**config.mk**
```make
export PLATFORM = sky130hd
export DESIGN_NAME = ssf_status
export DESIGN_NICKNAME = d
export VERILOG_FILES = /design/src/verilog/ssf_pkg.sv /design/src/verilog/ssf_sticky.sv /design/src/verilog/ssf_reading.sv /design/src/verilog/ssf_status.sv
export SDC_FILE = /design/constraint.sdc
export NUM_CORES = 1
export LEC_CHECK = 0
export BUFFER_PORTS_ARGS = -buffer_cell sky130_fd_sc_hd__buf_2
export CORE_AREA = 5 5 151 95
export DETAILED_ROUTE_END_ITERATION = 8
export DIE_AREA = 0 0 156 100
export PLACE_DENSITY = 0.83
export SYNTH_ARGS = -nofsm -noshare
export SYNTH_HDL_FRONTEND = slang
export SYNTH_SLANG_ARGS = --single-unit
```
**constraint.sdc**
```tcl
create_clock -name ref_clk -period 3.1 [get_ports ref_clk]
set_clock_uncertainty 0.05 [all_clocks]
set_input_delay 0.62 -clock ref_clk [delete_from_list [all_inputs] [get_ports ref_clk]]
set_output_delay 0.62 -clock ref_clk [all_outputs]
set_load 0.03 [all_outputs]
```
**src/verilog/ssf_pkg.sv**
```systemverilog
/*
 * Package for the supply status and fault flag block: register map,
 * field positions, reset values and code formats.
 * Assumes a 32-bit Avalon-MM slave with byte addresses, one word per register.
 */
package ssf_pkg;

   // ----------------------------------------------------------------
   // Register map (byte addresses)
   // ----------------------------------------------------------------
   localparam int AW = 6;
   localparam logic [5:0] OFS_DSUP     = 6'h00;
   localparam logic [5:0] OFS_ASUP     = 6'h04;
   localparam logic [5:0] OFS_RREF     = 6'h08;
   localparam logic [5:0] OFS_MISMATCH = 6'h0C;
   localparam logic [5:0] OFS_FLAGS    = 6'h10;
   localparam logic [5:0] OFS_CMD      = 6'h14;
   localparam logic [5:0] OFS_THR      = 6'h18;
   localparam logic [5:0] OFS_IRQ_ST   = 6'h1C;
   localparam logic [5:0] OFS_IRQ_MASK = 6'h20;

   // ----------------------------------------------------------------
   // Code formats
   // ----------------------------------------------------------------
   localparam real RESULT_LSB_V = 0.00015;
   localparam real THR_LSB_V    = 0.0024;
   localparam real OFFSET_V     = 1.5;
   localparam int  RES_W        = 16;
   localparam int  THR_W        = 12;
   localparam int  THR_SHIFT    = 4;
   localparam logic [15:0] RD_RESET       = 16'h7FFF;
   localparam logic [15:0] RD_CLEAR       = 16'h8000;
   localparam logic [15:0] MISMATCH_RESET = 16'hFFFF;
   localparam logic [11:0] UV_RESET       = 12'h800;
   localparam logic [11:0] OV_RESET       = 12'h7FF;
   localparam int  THR_UV_LSB = 0;
   localparam int  THR_OV_LSB = 16;

   // ----------------------------------------------------------------
   // Fault flags and clear selectors
   // ----------------------------------------------------------------
   localparam int NFLAG    = 5;
   localparam int F_AOV    = 0;
   localparam int F_AUV    = 1;
   localparam int F_DOV    = 2;
   localparam int F_DUV    = 3;
   localparam int F_TRIM   = 4;
   localparam int NSEL     = 6;
   localparam int SEL_MISM = 5;
   localparam logic [4:0] FLAG_RESET = 5'h1F;

   // ----------------------------------------------------------------
   // Command register and interrupt status
   // ----------------------------------------------------------------
   localparam int CMD_CLR_AUX  = 0;
   localparam int CMD_FLAG_CLR = 1;
   localparam int CMD_SEL_LSB  = 8;
   localparam int NIRQ     = 4;
   localparam int IRQ_MISM = 0;
   localparam int IRQ_RAIL = 1;
   localparam int IRQ_TRIM = 2;
   localparam int IRQ_AUXC = 3;
   localparam logic [3:0] IRQ_ST_RESET   = 4'h0;
   localparam logic [3:0] IRQ_MASK_RESET = 4'h0;

   // Threshold code widened to the 16-bit result scale, sign kept
   function automatic logic [15:0] thr_to_code(input logic [11:0] thr);
      thr_to_code = {thr, 4'h0};
   endfunction : thr_to_code

endpackage : ssf_pkg

```
**src/verilog/ssf_sticky.sv**
```systemverilog
/*
 * Sticky flag bank: set wins over clear, constant reset value.
 * Assumes set and clear come from logic on the same clock.
 */
`timescale 1ns/10ps
module ssf_sticky #(
   parameter int         W   = 1,
   parameter logic [W-1:0] RST = '0
) (
   // Clock and reset
   input  wire logic         ref_clk,
   input  wire logic         resetn,
   // Flag control
   input  wire logic [W-1:0] set,
   input  wire logic [W-1:0] clr,
   output logic      [W-1:0] q
);

   // ----------------------------------------------------------------
   // Storage
   // ----------------------------------------------------------------
   // An event in the clearing cycle survives the clear
   always_ff @(posedge ref_clk or negedge resetn) begin
      if (!resetn) begin
         q <= RST;
      end else begin
         q <= (q & ~clr) | set;
      end
   end

endmodule : ssf_sticky

```
**src/verilog/ssf_reading.sv**
```systemverilog
/*
 * One 16-bit supply reading register.
 * Assumes load, sleep and clear strobes are one-cycle pulses on ref_clk.
 */
`timescale 1ns/10ps
module ssf_reading (
   // Clock and reset
   input  wire logic        ref_clk,
   input  wire logic        resetn,
   // Update sources
   input  wire logic        load,
   input  wire logic [15:0] data,
   input  wire logic        sleep_enter,
   input  wire logic        clear_aux,
   output logic      [15:0] q
);

   // ----------------------------------------------------------------
   // Storage
   // ----------------------------------------------------------------
   // Sleep wins: the converter is off, so a stale clear must not linger
   always_ff @(posedge ref_clk or negedge resetn) begin
      if (!resetn) begin
         q <= ssf_pkg::RD_RESET;
      end else if (sleep_enter) begin
         q <= ssf_pkg::RD_RESET;
      end else if (clear_aux) begin
         q <= ssf_pkg::RD_CLEAR;
      end else if (load) begin
         q <= data;
      end
   end

endmodule : ssf_reading

```
**src/verilog/ssf_status.sv**
```systemverilog
/*
 * Supply status readback and fault flag bank with Avalon-MM slave.
 * Assumes converter, power manager and command decoder on ref_clk.
 */
`timescale 1ns/10ps
module ssf_status (
   // Clock and reset
   input  wire logic        ref_clk,
   input  wire logic        resetn,
   // Avalon-MM slave
   input  wire logic [5:0]  avs_address,
   input  wire logic        avs_read,
   input  wire logic        avs_write,
   input  wire logic [31:0] avs_writedata,
   input  wire logic [3:0]  avs_byteenable,
   output logic      [31:0] avs_readdata,
   output logic             avs_waitrequest,
   output logic             irq,
   // Converter results
   input  wire logic        dsup_load,
   input  wire logic [15:0] dsup_data,
   input  wire logic        asup_load,
   input  wire logic [15:0] asup_data,
   input  wire logic        rref_load,
   input  wire logic [15:0] rref_data,
   // Fault events
   input  wire logic [15:0] mismatch_evt,
   input  wire logic        analog_over_evt,
   input  wire logic        analog_under_evt,
   input  wire logic        digital_over_evt,
   input  wire logic        digital_under_evt,
   input  wire logic        trim_err_evt,
   // Power state
   input  wire logic        sleep_enter,
   input  wire logic        sleep_to_standby,
   // Command decoder
   input  wire logic        clear_auxiliary_results_cmd,
   input  wire logic        flag_clear_cmd,
   input  wire logic        clear_sel_analog_over,
   input  wire logic        clear_sel_analog_under,
   input  wire logic        clear_sel_digital_over,
   input  wire logic        clear_sel_digital_under,
   input  wire logic        clear_sel_trim,
   input  wire logic        clear_sel_mismatch,
   // Readback
   output logic      [15:0] digital_supply_reading,
   output logic      [15:0] analog_supply_reading,
   output logic      [15:0] resistor_reference_reading,
   output logic      [15:0] converter_mismatch_flags,
   output logic             analog_rail_over_flag,
   output logic             analog_rail_under_flag,
   output logic             digital_rail_over_flag,
   output logic             digital_rail_under_flag,
   output logic             converter_trim_error_flag,
   output logic      [15:0] undervoltage_threshold_code,
   output logic      [15:0] overvoltage_threshold_code
);

   // ----------------------------------------------------------------
   // Declarations
   // ----------------------------------------------------------------
   logic        ack_r;
   logic        wr_go;
   logic        rd_cap;
   logic [31:0] cmd_bits;
   logic        sw_aux_clr;
   logic        sw_flag_clr;
   logic [5:0]  sw_sel;
   logic        aux_go;
   logic [5:0]  hw_sel;
   logic [5:0]  clr_sel;
   logic [4:0]  flag_set;
   logic [4:0]  flag_q;
   logic [3:0]  irq_set;
   logic [3:0]  irq_clr;
   logic [3:0]  irq_st;
   logic [3:0]  irq_mask_r;
   logic        irq_r;
   logic [11:0] uv_thr_r;
   logic [11:0] ov_thr_r;
   logic [31:0] thr_word;
   logic [31:0] thr_new;
   logic [31:0] mask_new;
   logic [31:0] rdata_nxt;
   logic [2:0]  rd_load;
   logic [15:0] rd_data [3];
   logic [15:0] rd_q    [3];

   // Keep the old bytes where the byte enable is low
   function automatic logic [31:0] be_merge(input logic [31:0] old,
                                            input logic [31:0] nw,
                                            input logic [3:0]  be);
      logic [31:0] r;
      r = old;
      for (int i = 0; i < 4; i++) begin
         if (be[i]) begin
            r[8*i +: 8] = nw[8*i +: 8];
         end
      end
      be_merge = r;
   endfunction : be_merge

   // ----------------------------------------------------------------
   // Bus handshake
   // ----------------------------------------------------------------
   // One wait state; readdata is caught on the first edge of a read
   always_ff @(posedge ref_clk or negedge resetn) begin
      if (!resetn) begin
         ack_r <= 1'b0;
      end else begin
         ack_r <= (avs_read | avs_write) & ~ack_r;
      end
   end

   assign avs_waitrequest = (avs_read | avs_write) & ~ack_r;
   assign wr_go           = avs_write & ack_r;
   assign rd_cap          = avs_read & ~ack_r;

   // ----------------------------------------------------------------
   // Software commands
   // ----------------------------------------------------------------
   assign cmd_bits    = wr_go && (avs_address == ssf_pkg::OFS_CMD)
                        ? be_merge(32'h0000_0000, avs_writedata, avs_byteenable)
                        : 32'h0000_0000;
   assign sw_aux_clr  = cmd_bits[ssf_pkg::CMD_CLR_AUX];
   assign sw_flag_clr = cmd_bits[ssf_pkg::CMD_FLAG_CLR];
   assign sw_sel      = cmd_bits[ssf_pkg::CMD_SEL_LSB +: ssf_pkg::NSEL];

   assign aux_go = clear_auxiliary_results_cmd | sw_aux_clr;
   assign hw_sel = {clear_sel_mismatch, clear_sel_trim, clear_sel_digital_under,
                    clear_sel_digital_over, clear_sel_analog_under,
                    clear_sel_analog_over};
   // Only selected flags are touched by a clear command
   assign clr_sel = ({6{flag_clear_cmd}} & hw_sel) | ({6{sw_flag_clr}} & sw_sel);

   // ----------------------------------------------------------------
   // Supply readings
   // ----------------------------------------------------------------
   assign rd_load = {rref_load, asup_load, dsup_load};
   assign rd_data[0] = dsup_data;
   assign rd_data[1] = asup_data;
   assign rd_data[2] = rref_data;

   // Same reset, sleep and clear codes for all three readings
   for (genvar g = 0; g < 3; g++) begin : g_rd
      ssf_reading u_rd (
         .ref_clk     (ref_clk),
         .resetn      (resetn),
         .load        (rd_load[g]),
         .data        (rd_data[g]),
         .sleep_enter (sleep_enter),
         .clear_aux   (aux_go),
         .q           (rd_q[g])
      );
   end

   assign digital_supply_reading     = rd_q[0];
   assign analog_supply_reading      = rd_q[1];
   assign resistor_reference_reading = rd_q[2];

   // ----------------------------------------------------------------
   // Fault flags
   // ----------------------------------------------------------------
   // Regulator-derived rails dip on wake, so undervoltage is flagged
   assign flag_set = {trim_err_evt,
                      digital_under_evt | sleep_to_standby,
                      digital_over_evt,
                      analog_under_evt | sleep_to_standby,
                      analog_over_evt};

   // All flags reset to 1 and clear only by selector
   ssf_sticky #(.W(ssf_pkg::NFLAG), .RST(ssf_pkg::FLAG_RESET)) u_flags (
      .ref_clk (ref_clk),
      .resetn  (resetn),
      .set     (flag_set),
      .clr     (clr_sel[ssf_pkg::NFLAG-1:0]),
      .q       (flag_q)
   );

   // Trim flag shows whether a reset or an error has been seen since the last clear
   assign analog_rail_over_flag     = flag_q[ssf_pkg::F_AOV];
   assign analog_rail_under_flag    = flag_q[ssf_pkg::F_AUV];
   assign digital_rail_over_flag    = flag_q[ssf_pkg::F_DOV];
   assign digital_rail_under_flag   = flag_q[ssf_pkg::F_DUV];
   assign converter_trim_error_flag = flag_q[ssf_pkg::F_TRIM];

   // One bit per channel, all set after reset
   ssf_sticky #(.W(16), .RST(ssf_pkg::MISMATCH_RESET)) u_mism (
      .ref_clk (ref_clk),
      .resetn  (resetn),
      .set     (mismatch_evt),
      .clr     ({16{clr_sel[ssf_pkg::SEL_MISM]}}),
      .q       (converter_mismatch_flags)
   );

   // ----------------------------------------------------------------
   // Thresholds
   // ----------------------------------------------------------------
   assign thr_word = {4'h0, ov_thr_r, 4'h0, uv_thr_r};
   assign thr_new  = be_merge(thr_word, avs_writedata, avs_byteenable);

   always_ff @(posedge ref_clk or negedge resetn) begin
      if (!resetn) begin
         uv_thr_r <= ssf_pkg::UV_RESET;
         ov_thr_r <= ssf_pkg::OV_RESET;
      end else if (wr_go && (avs_address == ssf_pkg::OFS_THR)) begin
         uv_thr_r <= thr_new[ssf_pkg::THR_UV_LSB +: ssf_pkg::THR_W];
         ov_thr_r <= thr_new[ssf_pkg::THR_OV_LSB +: ssf_pkg::THR_W];
      end
   end

   // Twelve-bit code scaled by 16 onto the result scale
   assign undervoltage_threshold_code = ssf_pkg::thr_to_code(uv_thr_r);
   assign overvoltage_threshold_code  = ssf_pkg::thr_to_code(ov_thr_r);

   // ----------------------------------------------------------------
   // Interrupts
   // ----------------------------------------------------------------
   assign irq_set = {aux_go,
                     trim_err_evt,
                     analog_over_evt | analog_under_evt | digital_over_evt
                     | digital_under_evt | sleep_to_standby,
                     |mismatch_evt};
   // Cleared at capture so no event slips between capture and release
   assign irq_clr = {4{rd_cap && (avs_address == ssf_pkg::OFS_IRQ_ST)}};

   ssf_sticky #(.W(ssf_pkg::NIRQ), .RST(ssf_pkg::IRQ_ST_RESET)) u_irq (
      .ref_clk (ref_clk),
      .resetn  (resetn),
      .set     (irq_set),
      .clr     (irq_clr),
      .q       (irq_st)
   );

   assign mask_new = be_merge({28'h0000000, irq_mask_r}, avs_writedata, avs_byteenable);

   always_ff @(posedge ref_clk or negedge resetn) begin
      if (!resetn) begin
         irq_mask_r <= ssf_pkg::IRQ_MASK_RESET;
      end else if (wr_go && (avs_address == ssf_pkg::OFS_IRQ_MASK)) begin
         irq_mask_r <= mask_new[ssf_pkg::NIRQ-1:0];
      end
   end

   always_ff @(posedge ref_clk or negedge resetn) begin
      if (!resetn) begin
         irq_r <= 1'b0;
      end else begin
         irq_r <= |(irq_st & irq_mask_r);
      end
   end

   assign irq = irq_r;

   // ----------------------------------------------------------------
   // Read path
   // ----------------------------------------------------------------
   // Codes sit in the low half, upper bits read zero, except the threshold word, which has the overvoltage code in bits 27:16
   always_comb begin
      unique case (avs_address)
         ssf_pkg::OFS_DSUP:     rdata_nxt = {16'h0000, rd_q[0]};
         ssf_pkg::OFS_ASUP:     rdata_nxt = {16'h0000, rd_q[1]};
         ssf_pkg::OFS_RREF:     rdata_nxt = {16'h0000, rd_q[2]};
         ssf_pkg::OFS_MISMATCH: rdata_nxt = {16'h0000, converter_mismatch_flags};
         ssf_pkg::OFS_FLAGS:    rdata_nxt = {27'h0000000, flag_q};
         ssf_pkg::OFS_THR:      rdata_nxt = thr_word;
         ssf_pkg::OFS_IRQ_ST:   rdata_nxt = {28'h0000000, irq_st};
         ssf_pkg::OFS_IRQ_MASK: rdata_nxt = {28'h0000000, irq_mask_r};
         default:               rdata_nxt = 32'h0000_0000;
      endcase
   end

   always_ff @(posedge ref_clk or negedge resetn) begin
      if (!resetn) begin
         avs_readdata <= 32'h0000_0000;
      end else if (rd_cap) begin
         avs_readdata <= rdata_nxt;
      end
   end
endmodule : ssf_status

```
==> flow_metrics.env, run 1 <==
export IMPL_crit_chain="buf_2 > or4b_1 > nor3_1 > a21o_1 > buf_12 > o21bai_1"
export IMPL_synth_async_reset_ratio_pct=100
export IMPL_grt_pass1_vias=5467
export IMPL_fin_crit_ps=2230
export IMPL_cp_required_ps=3370
export IMPL_synth_compound_area_share_pct=13.0
export IMPL_grt_max_degree=91
export IMPL_cts_max_level=4
export IMPL_hold_buffers=0
export IMPL_wl_per_cell_um=21.3
export IMPL_ir_drop_uv=347
export IMPL_drtIter0Drc=342
export IMPL_clock_latency_ps=400
export IMPL_slew_violations=0
export IMPL_synth_top_family_by_area="multiplexers"
export IMPL_hold_path_class="in2async"
export IMPL_cts_sinks=131
export IMPL_synth_area_um2=6220
export IMPL_synth_seq_area_share_pct=54.3
export IMPL_ctsResizeCount=0
export IMPL_post_route_util_pct=64.4
export IMPL_critPathArrivalTime_ps=2500
export IMPL_post_dp_hpwl_um=14800
export IMPL_drtAntennaViolNets=0
export IMPL_finalSetupViolCount=0
export IMPL_finalHoldViolCount=0
export IMPL_fp_coreArea_um2=12700
export IMPL_cts_tree="done"
export IMPL_grt_usage_pct=25.2
export IMPL_antenna_found_initial=1
export IMPL_fmax_mhz=448
export IMPL_cap_viol_max_count=0
export IMPL_post_dp_cell_area_um2=7540
export IMPL_drcViolationCount=0
export IMPL_vias=5191
export IMPL_gp_congestion=0.902
export IMPL_layout_cells_non_filler=924
export IMPL_crit_path_end_kind="flip-flop"
export IMPL_fin_area_um2=8180
export IMPL_p_total_mw=4.79
export IMPL_worst_path_max_delay_cell="or4b_1"
export IMPL_status="complete, no violations"
export IMPL_ys_types=43
export IMPL_r2r_cells=4
export IMPL_cp_slowest_stage_delay_ps=720
export IMPL_rows=32
export IMPL_die_w_um=156
export IMPL_holdWs_ps=220
export IMPL_synthSimpleGateAreaFrac_pct=8.59
export IMPL_drive_gt1_share_pct=54.7
export IMPL_io_pins=263
export IMPL_critPathLaunchType="primary input"
export IMPL_grt_pass1_wl_um=30600
export IMPL_place_inst=891
export IMPL_port_buffers=244
export IMPL_via_per_inst=5.62
export IMPL_ys_warn_count=0
export IMPL_total_leakage_power_nw=4.06
export IMPL_setup_tns_ps=0
export IMPL_pre_cts_slack_ps=475
export IMPL_post_cts_buffers=0
export IMPL_die_y_um=100
export IMPL_firstDrtPassIters=4
export IMPL_drt_total_wl_um=19700
export IMPL_avgSynthCellArea_um2=12.4
export IMPL_rsz0062_at_grt="false"
export IMPL_root_buffer="clkbuf_16"
export IMPL_start_util_pct=49.0
export IMPL_clock_path_buffers=2
export IMPL_fill_cells=986
export IMPL_synth_adder_area_share_pct=0
export IMPL_power_density_nw_per_um2=585
export IMPL_path_clk_slew_ps=60
export IMPL_syn2layout_area_growth_pct=31.4
export IMPL_yosys_area_share_xor_xnor_pct=0
export IMPL_synth_edff_count=0
export IMPL_post_route_period_util_pct=72.0
export IMPL_worst_pin_slew_ps=1110
export IMPL_ys_ff_latch=131
export IMPL_ys_flop_type="dfstp_2"
export IMPL_grt_overflow=0
export IMPL_crit_type="in2reg"
export IMPL_numCtsBuffers=17
export IMPL_relSlewSlack_pct=26.0
export IMPL_dieArea_um2=15600
export IMPL_worstPathMaxFanout=45
export IMPL_worst_slack_ps=869
export IMPL_nNetsFinal=868
export IMPL_yosys_mux_area_fraction_pct=19.4
export IMPL_synthCells=503
## cells in the mapped netlist, drive strengths merged, types with 6 or more instances
cell type   n  area, um^2
clkbuf     19        71.3
o21ai       8        40.0
a22oi      10        80.1
nor4        6        58.8
o21bai     45         338
buf        29         205
mux4       16         360
nand2      61         229
dfrtp      53        1330
nand3      18        90.1
a21o       18         135
a21oi      12        60.1
mux2i      53         531
dfstp      78        2050
mux2       28         315
## layout by cell type (no fill, tap or decap), types with 2 or more instances in the layout
master | Yosys | final
buf_2 | 8 | 243
dfstp_2 | 78 | 78
nand2_1 | 61 | 61
mux2i_1 | 53 | 53
dfrtp_1 | 53 | 53
o21bai_1 | 45 | 45
mux2_2 | 25 | 25
nand3_1 | 18 | 18
a21o_1 | 18 | 18
clkbuf_16 | 0 | 17
mux4_2 | 16 | 16
a21oi_1 | 12 | 12
conb_1 | 1 | 12
a22oi_1 | 9 | 9
buf_4 | 13 | 9
o21ai_0 | 8 | 8
inv_6 | 0 | 6
nor2_1 | 5 | 5
a21boi_0 | 5 | 5
nand4_1 | 4 | 4
nor3_1 | 4 | 4
nor4_1 | 4 | 4
a31oi_1 | 4 | 4
a211o_1 | 4 | 4
a32oi_1 | 4 | 4
inv_1 | 3 | 3
mux2_1 | 3 | 3
bufinv_16 | 0 | 3
nor2b_1 | 2 | 2
nor4_4 | 1 | 2
nand2b_1 | 2 | 2
and3_1 | 2 | 2
clkinv_4 | 0 | 2
inv_8 | 0 | 2
buf_12 | 0 | 2
## metal layers
metal	vias to the layer above	routed length, um	global-route usage, %
met5	-	13	0
met4	2	369	7.40
met3	27	1780	7.07
met2	256	9120	38.9
met1	2607	8430	35.0
li1	2299	-	-
## final timing paths
path	start	to	slack [ps]
setup reg to reg	ack_r	u_mism.q[10]	1090
max in group asynchronous	resetn	g_rd[2].u_rd.q[13]	1970
hold reg to reg	avs_readdata[27]	avs_readdata[27]	420
hold / removal	resetn	avs_readdata[26]	220
setup / recovery	avs_address[5]	g_rd[1].u_rd.q[6]	870
min in group ref_clk	avs_writedata[12]	u_flags.q[4]	320
## worst max-delay path: cells and delay by family
family,cells,cell delay [ps]
buffers and inverters,2,360
and+or+nand+nor,2,1150
AOI/OAI and AO/OA,2,350
## state kept, by name (all words and copies together), names as in the netlist
register      count
u_irq.q           4
avs_readdata     28
irq_mask_r        4
ov_thr_r         12
g_rd.u_rd.q      48
irq               1
u_flags.q         5
u_mism.q         16
uv_thr_r         12
ack_r             1
## kinds of logic (layout without fill, tap and decap cells)
logic type / after synthesis / after routing
AO/OA/AOI/OAI: 113 / 113
flip-flops: 131 / 131
multiplexers: 97 / 97
buffers and inverters: 52 / 291
other: 1 / 13
AND/OR/NAND/NOR: 109 / 109
## cell type report
class                           count  area, um^2  share of cell area, %
Multi-Input combinational cell    331        2610                   31.9
Antenna cell                        1        2.50                 0.0306
Inverter                            4        15.0                  0.184
Clock inverter                     14         190                   2.33
Tap cell                          170         213                   2.60
Clock buffer                       18         439                   5.37
Sequential cell                   131        3380                   41.3
Timing Repair Buffer              255        1340                   16.3
## power by group
group / internal, mW / total, mW / switching, mW
combinational: 0.255 / 0.720 / 0.464
sequential: 1.85 / 1.93 / 0.0792
clock: 1.32 / 2.13 / 0.817
No activity file was read; power rests on OpenSTA's default activity.
==> run 2, diff against run 1 <==
--- a/config.mk
+++ b/config.mk
@@ -5,11 +5,12 @@
 export SDC_FILE = /design/constraint.sdc
 export NUM_CORES = 1
 export LEC_CHECK = 0
+export ABC_AREA = 1
 export BUFFER_PORTS_ARGS = -buffer_cell sky130_fd_sc_hd__buf_2
-export CORE_AREA = 5 5 151 95
+export CORE_AREA = 5 5 164 103
 export DETAILED_ROUTE_END_ITERATION = 8
-export DIE_AREA = 0 0 156 100
-export PLACE_DENSITY = 0.83
+export DIE_AREA = 0 0 169 108
+export PLACE_DENSITY = 0.78
 export SYNTH_ARGS = -nofsm -noshare
 export SYNTH_HDL_FRONTEND = slang
 export SYNTH_SLANG_ARGS = --single-unit
==> constraint.sdc (replaced) <==
create_clock -name ref_clk -period 1.8 [get_ports ref_clk]
set_clock_uncertainty 0.05 [all_clocks]
set_input_delay 0.36 -clock ref_clk [delete_from_list [all_inputs] [get_ports ref_clk]]
set_output_delay 0.36 -clock ref_clk [all_outputs]
set_load 0.03 [all_outputs]
==> run 2 against run 1 <==
Compared with the run above:
- global-route usage is 0.14 points higher
- synthesized cell count up 68%
- final cell count grew 42%
- combinational power increased by 86%
- sequential power up 77%
- clock power is 64% higher
- worst setup slack got worse by 700 ps
- total power increased by 73%
- area after synthesis up 8.0%
- hold slack lost 130 ps
- via count up 30%
- die area up 17%
- critical path type is now reg2reg
- critical endpoint is now g_rd[0].u_rd.q[12]
- largest cell class unchanged
==> flow_metrics.env, run 2 <==
export IMPL_largest_register_ff_count=48
export IMPL_numCtsBuffers=17
export IMPL_cp_top_family="simple AND/OR/NAND/NOR gates"
export IMPL_clock_latency_ps=410
export IMPL_r2r_end="g_rd[0].u_rd.q[12]"
export IMPL_fin_crit_ps=1630
export IMPL_drtAntennaViolNets=0
export IMPL_ys_warn_count=0
export IMPL_setup_tns_ps=0
export IMPL_post_route_util_pct=58.3
export IMPL_synth_cells_most_frequent="nand2_1, nand3_1, inv_1"
export IMPL_worst_path_max_delay_cell="dfrtp_1"
export IMPL_mostFrequentLayoutCells="nand2_1, buf_2, nand3_1"
export IMPL_worstPathMaxFanout=15
export IMPL_synth_top_area_share_pct=30.5
export IMPL_power_density_nw_per_um2=937
export IMPL_synthCells=847
export IMPL_r2r_start="ack_r"
export IMPL_worstHoldEndpoint="u_mism.q[8]"
export IMPL_fmax_mhz=613
export IMPL_avgSynthCellArea_um2=7.93
export IMPL_cp_slowest_stage_delay_ps=380
export IMPL_finalSetupViolCount=0
export IMPL_cp_num_buf_inv=1
export IMPL_via_per_inst=5.13
export IMPL_whs_path_depth=3
export IMPL_drtIter0Drc=645
export IMPL_ys_types=30
export IMPL_ys_top_cells_by_area="dfstp_2, dfrtp_1, nand2_1"
export IMPL_firstDrtPassIters=5
export IMPL_grt_max_degree=49
export IMPL_synth_edff_count=0
export IMPL_hold_buffers=1
export IMPL_post_route_period_util_pct=90.6
export IMPL_post_dp_hpwl_um=18000
export IMPL_final_common_cell="nand2_1"
export IMPL_wl_per_cell_um=17.6
export IMPL_r2r_cells=8
export IMPL_clock_path_buffers=2
export IMPL_drive_gt1_share_pct=37.0
export IMPL_crit_path_end_kind="flip-flop"
export IMPL_grt_pass1_vias=6530
export IMPL_cts_max_level=4
export IMPL_rows=35
export IMPL_grt_usage_pct=25.3
export IMPL_rsz0062_at_grt="false"
export IMPL_synth_area_um2=6720
export IMPL_ir_drop_uv=613
export IMPL_antenna_found_initial=0
export IMPL_hold_path_class="in2reg"
export IMPL_slew_violations=0
export IMPL_reg_largest_list="g_rd.u_rd.q (48), avs_readdata (28), u_mism.q (16)"
export IMPL_cts_tree="done"
export IMPL_port_buffers=244
export IMPL_post_cts_buffers=0
export IMPL_die_y_um=108
export IMPL_fp_coreArea_um2=15100
export IMPL_grt_overflow=0
export IMPL_vias=6725
export IMPL_cp_required_ps=2100
export IMPL_crit_top_cell="nand2_1"
export IMPL_top_register="g_rd.u_rd.q"
export IMPL_timing_reg2reg_setup_slack_ps=170
export IMPL_dieArea_um2=18300
export IMPL_total_leakage_power_nw=4.81
export IMPL_gp_congestion=0.897
export IMPL_syn2layout_area_growth_pct=31.1
export IMPL_ctsResizeCount=0
export IMPL_critPathLaunchType="flip-flop"
export IMPL_synth_top_area_cell="dfstp_2"
export IMPL_critPathArrivalTime_ps=1930
export IMPL_die_w_um=169
export IMPL_finalHoldViolCount=0
export IMPL_synth_most_common_cell="nand2_1"
export IMPL_diodes=0
export IMPL_io_pins=263
export IMPL_start_util_pct=44.5
export IMPL_nNetsFinal=1223
export IMPL_drcViolationCount=0
export IMPL_grt_pass1_wl_um=36100
export IMPL_drt_total_wl_um=23100
export IMPL_status="complete, no violations"
export IMPL_path_clk_slew_ps=60
export IMPL_cts_sinks=131
export IMPL_synth_seq_area_share_pct=50.2
export IMPL_crit_chain="nand2_1 > nor2_8 > nand3_4 > nand2_4 > inv_4 > nand2_2 > nand2_1 > nand2_1"
export IMPL_synth_async_reset_ratio_pct=100
export IMPL_ys_flop_type="dfstp_2"
export IMPL_ys_ff_latch=131
export IMPL_crit_type="reg2reg"
export IMPL_root_buffer="clkbuf_16"
export IMPL_fill_cells=1446
export IMPL_cap_viol_max_count=0
export IMPL_worstHoldStart="mismatch_evt[8]"
[run 2: cell count changes in the layout (fill, tap and decap cells not counted), moves of 20 or more]
| cell | before | now |
|---|---|---|
| nand3_1 | 18 | 112 |
| mux2i_1 | 53 | 0 |
| mux2_2 | 25 | 0 |
| inv_1 | 3 | 87 |
| o21ai_0 | 8 | 82 |
| nand4_1 | 4 | 28 |
| nand2_1 | 61 | 268 |
| o21bai_1 | 45 | 0 |
| nor2_1 | 5 | 25 |
[run 2: how the worst max path moves through the flow]
stage | start | endpoint | slack (ps) | cells past startpoint
2_1_floorplan | avs_write | g_rd[2].u_rd.q[15] | 410 | 10
3_3_place_gp | avs_address[5] | u_irq.q[0] | 100 | 8
3_5_place_dp | avs_address[5] | u_irq.q[0] | 100 | 8
4_1_cts | g_rd[2].u_rd.q[3] | resistor_reference_reading[3] | 130 | 1
5_1_grt | ack_r | g_rd[0].u_rd.q[10] | 60 | 8
6_report | ack_r | g_rd[0].u_rd.q[12] | 170 | 8
[run 2: cells by family after synthesis]
family	Yosys count	share of synthesized area, %
buffers and inverters	148	10.0
other	1	0.0558
AND/OR/NAND/NOR	467	31.8
flip-flops	131	50.2
AO/OA/AOI/OAI	100	7.93
[run 2: power by group]
part	internal (mW)	switching [mW]	leakage, nW
Sequential	3.23	0.185	1.52
Combinational	0.400	0.942	2.99
Clock	2.18	1.32	0.292
Total	5.81	2.45	4.81
[run 2: metal layers]
layer / vias to the layer above / global-route usage, % / part of all wire [%]
li1: 3223 / - / -
met4: 0 / 4.65 / 0.90
met3: 24 / 6.72 / 9.3
met5: - / 0 / 0
met1: 3125 / 38.2 / 47
met2: 353 / 37.0 / 43
[run 2: cell type report]
class	count	area [um^2]	area share, %
Multi-Input combinational cell	579	2720	30.8
Clock inverter	13	159	1.80
Inverter	92	348	3.95
Clock buffer	19	433	4.91
Sequential cell	131	3380	38.3
Timing Repair Buffer	274	1530	17.3
Tap cell	203	254	2.88
[run 2: worst reg2reg max path, stage by stage (launching register included)]
cell and delay [ps]:
dfrtp_1 380, nand2_1 170, nor2_8 220, nand3_4 100
nand2_4 100, inv_4 80, nand2_2 280, nand2_1 120
nand2_1 80
[run 2: per-stage QoR]
step | setup slack [ps] | hold slack [ps] | instance area [um^2] | instances | total power, mW
after floorplan | 412 | 14.4 | 6760 | 858 | 4.21
after global placement | 97.2 | 210 | 8210 | 1278 | 4.78
after detailed placement | 101 | 213 | 8210 | 1278 | 4.80
after CTS | 129 | 75.5 | 8810 | 1311 | 8.30
after global routing | 61.2 | 81.2 | 8810 | 1311 | 8.58
final | 169 | 88.1 | 8810 | 1311 | 8.26
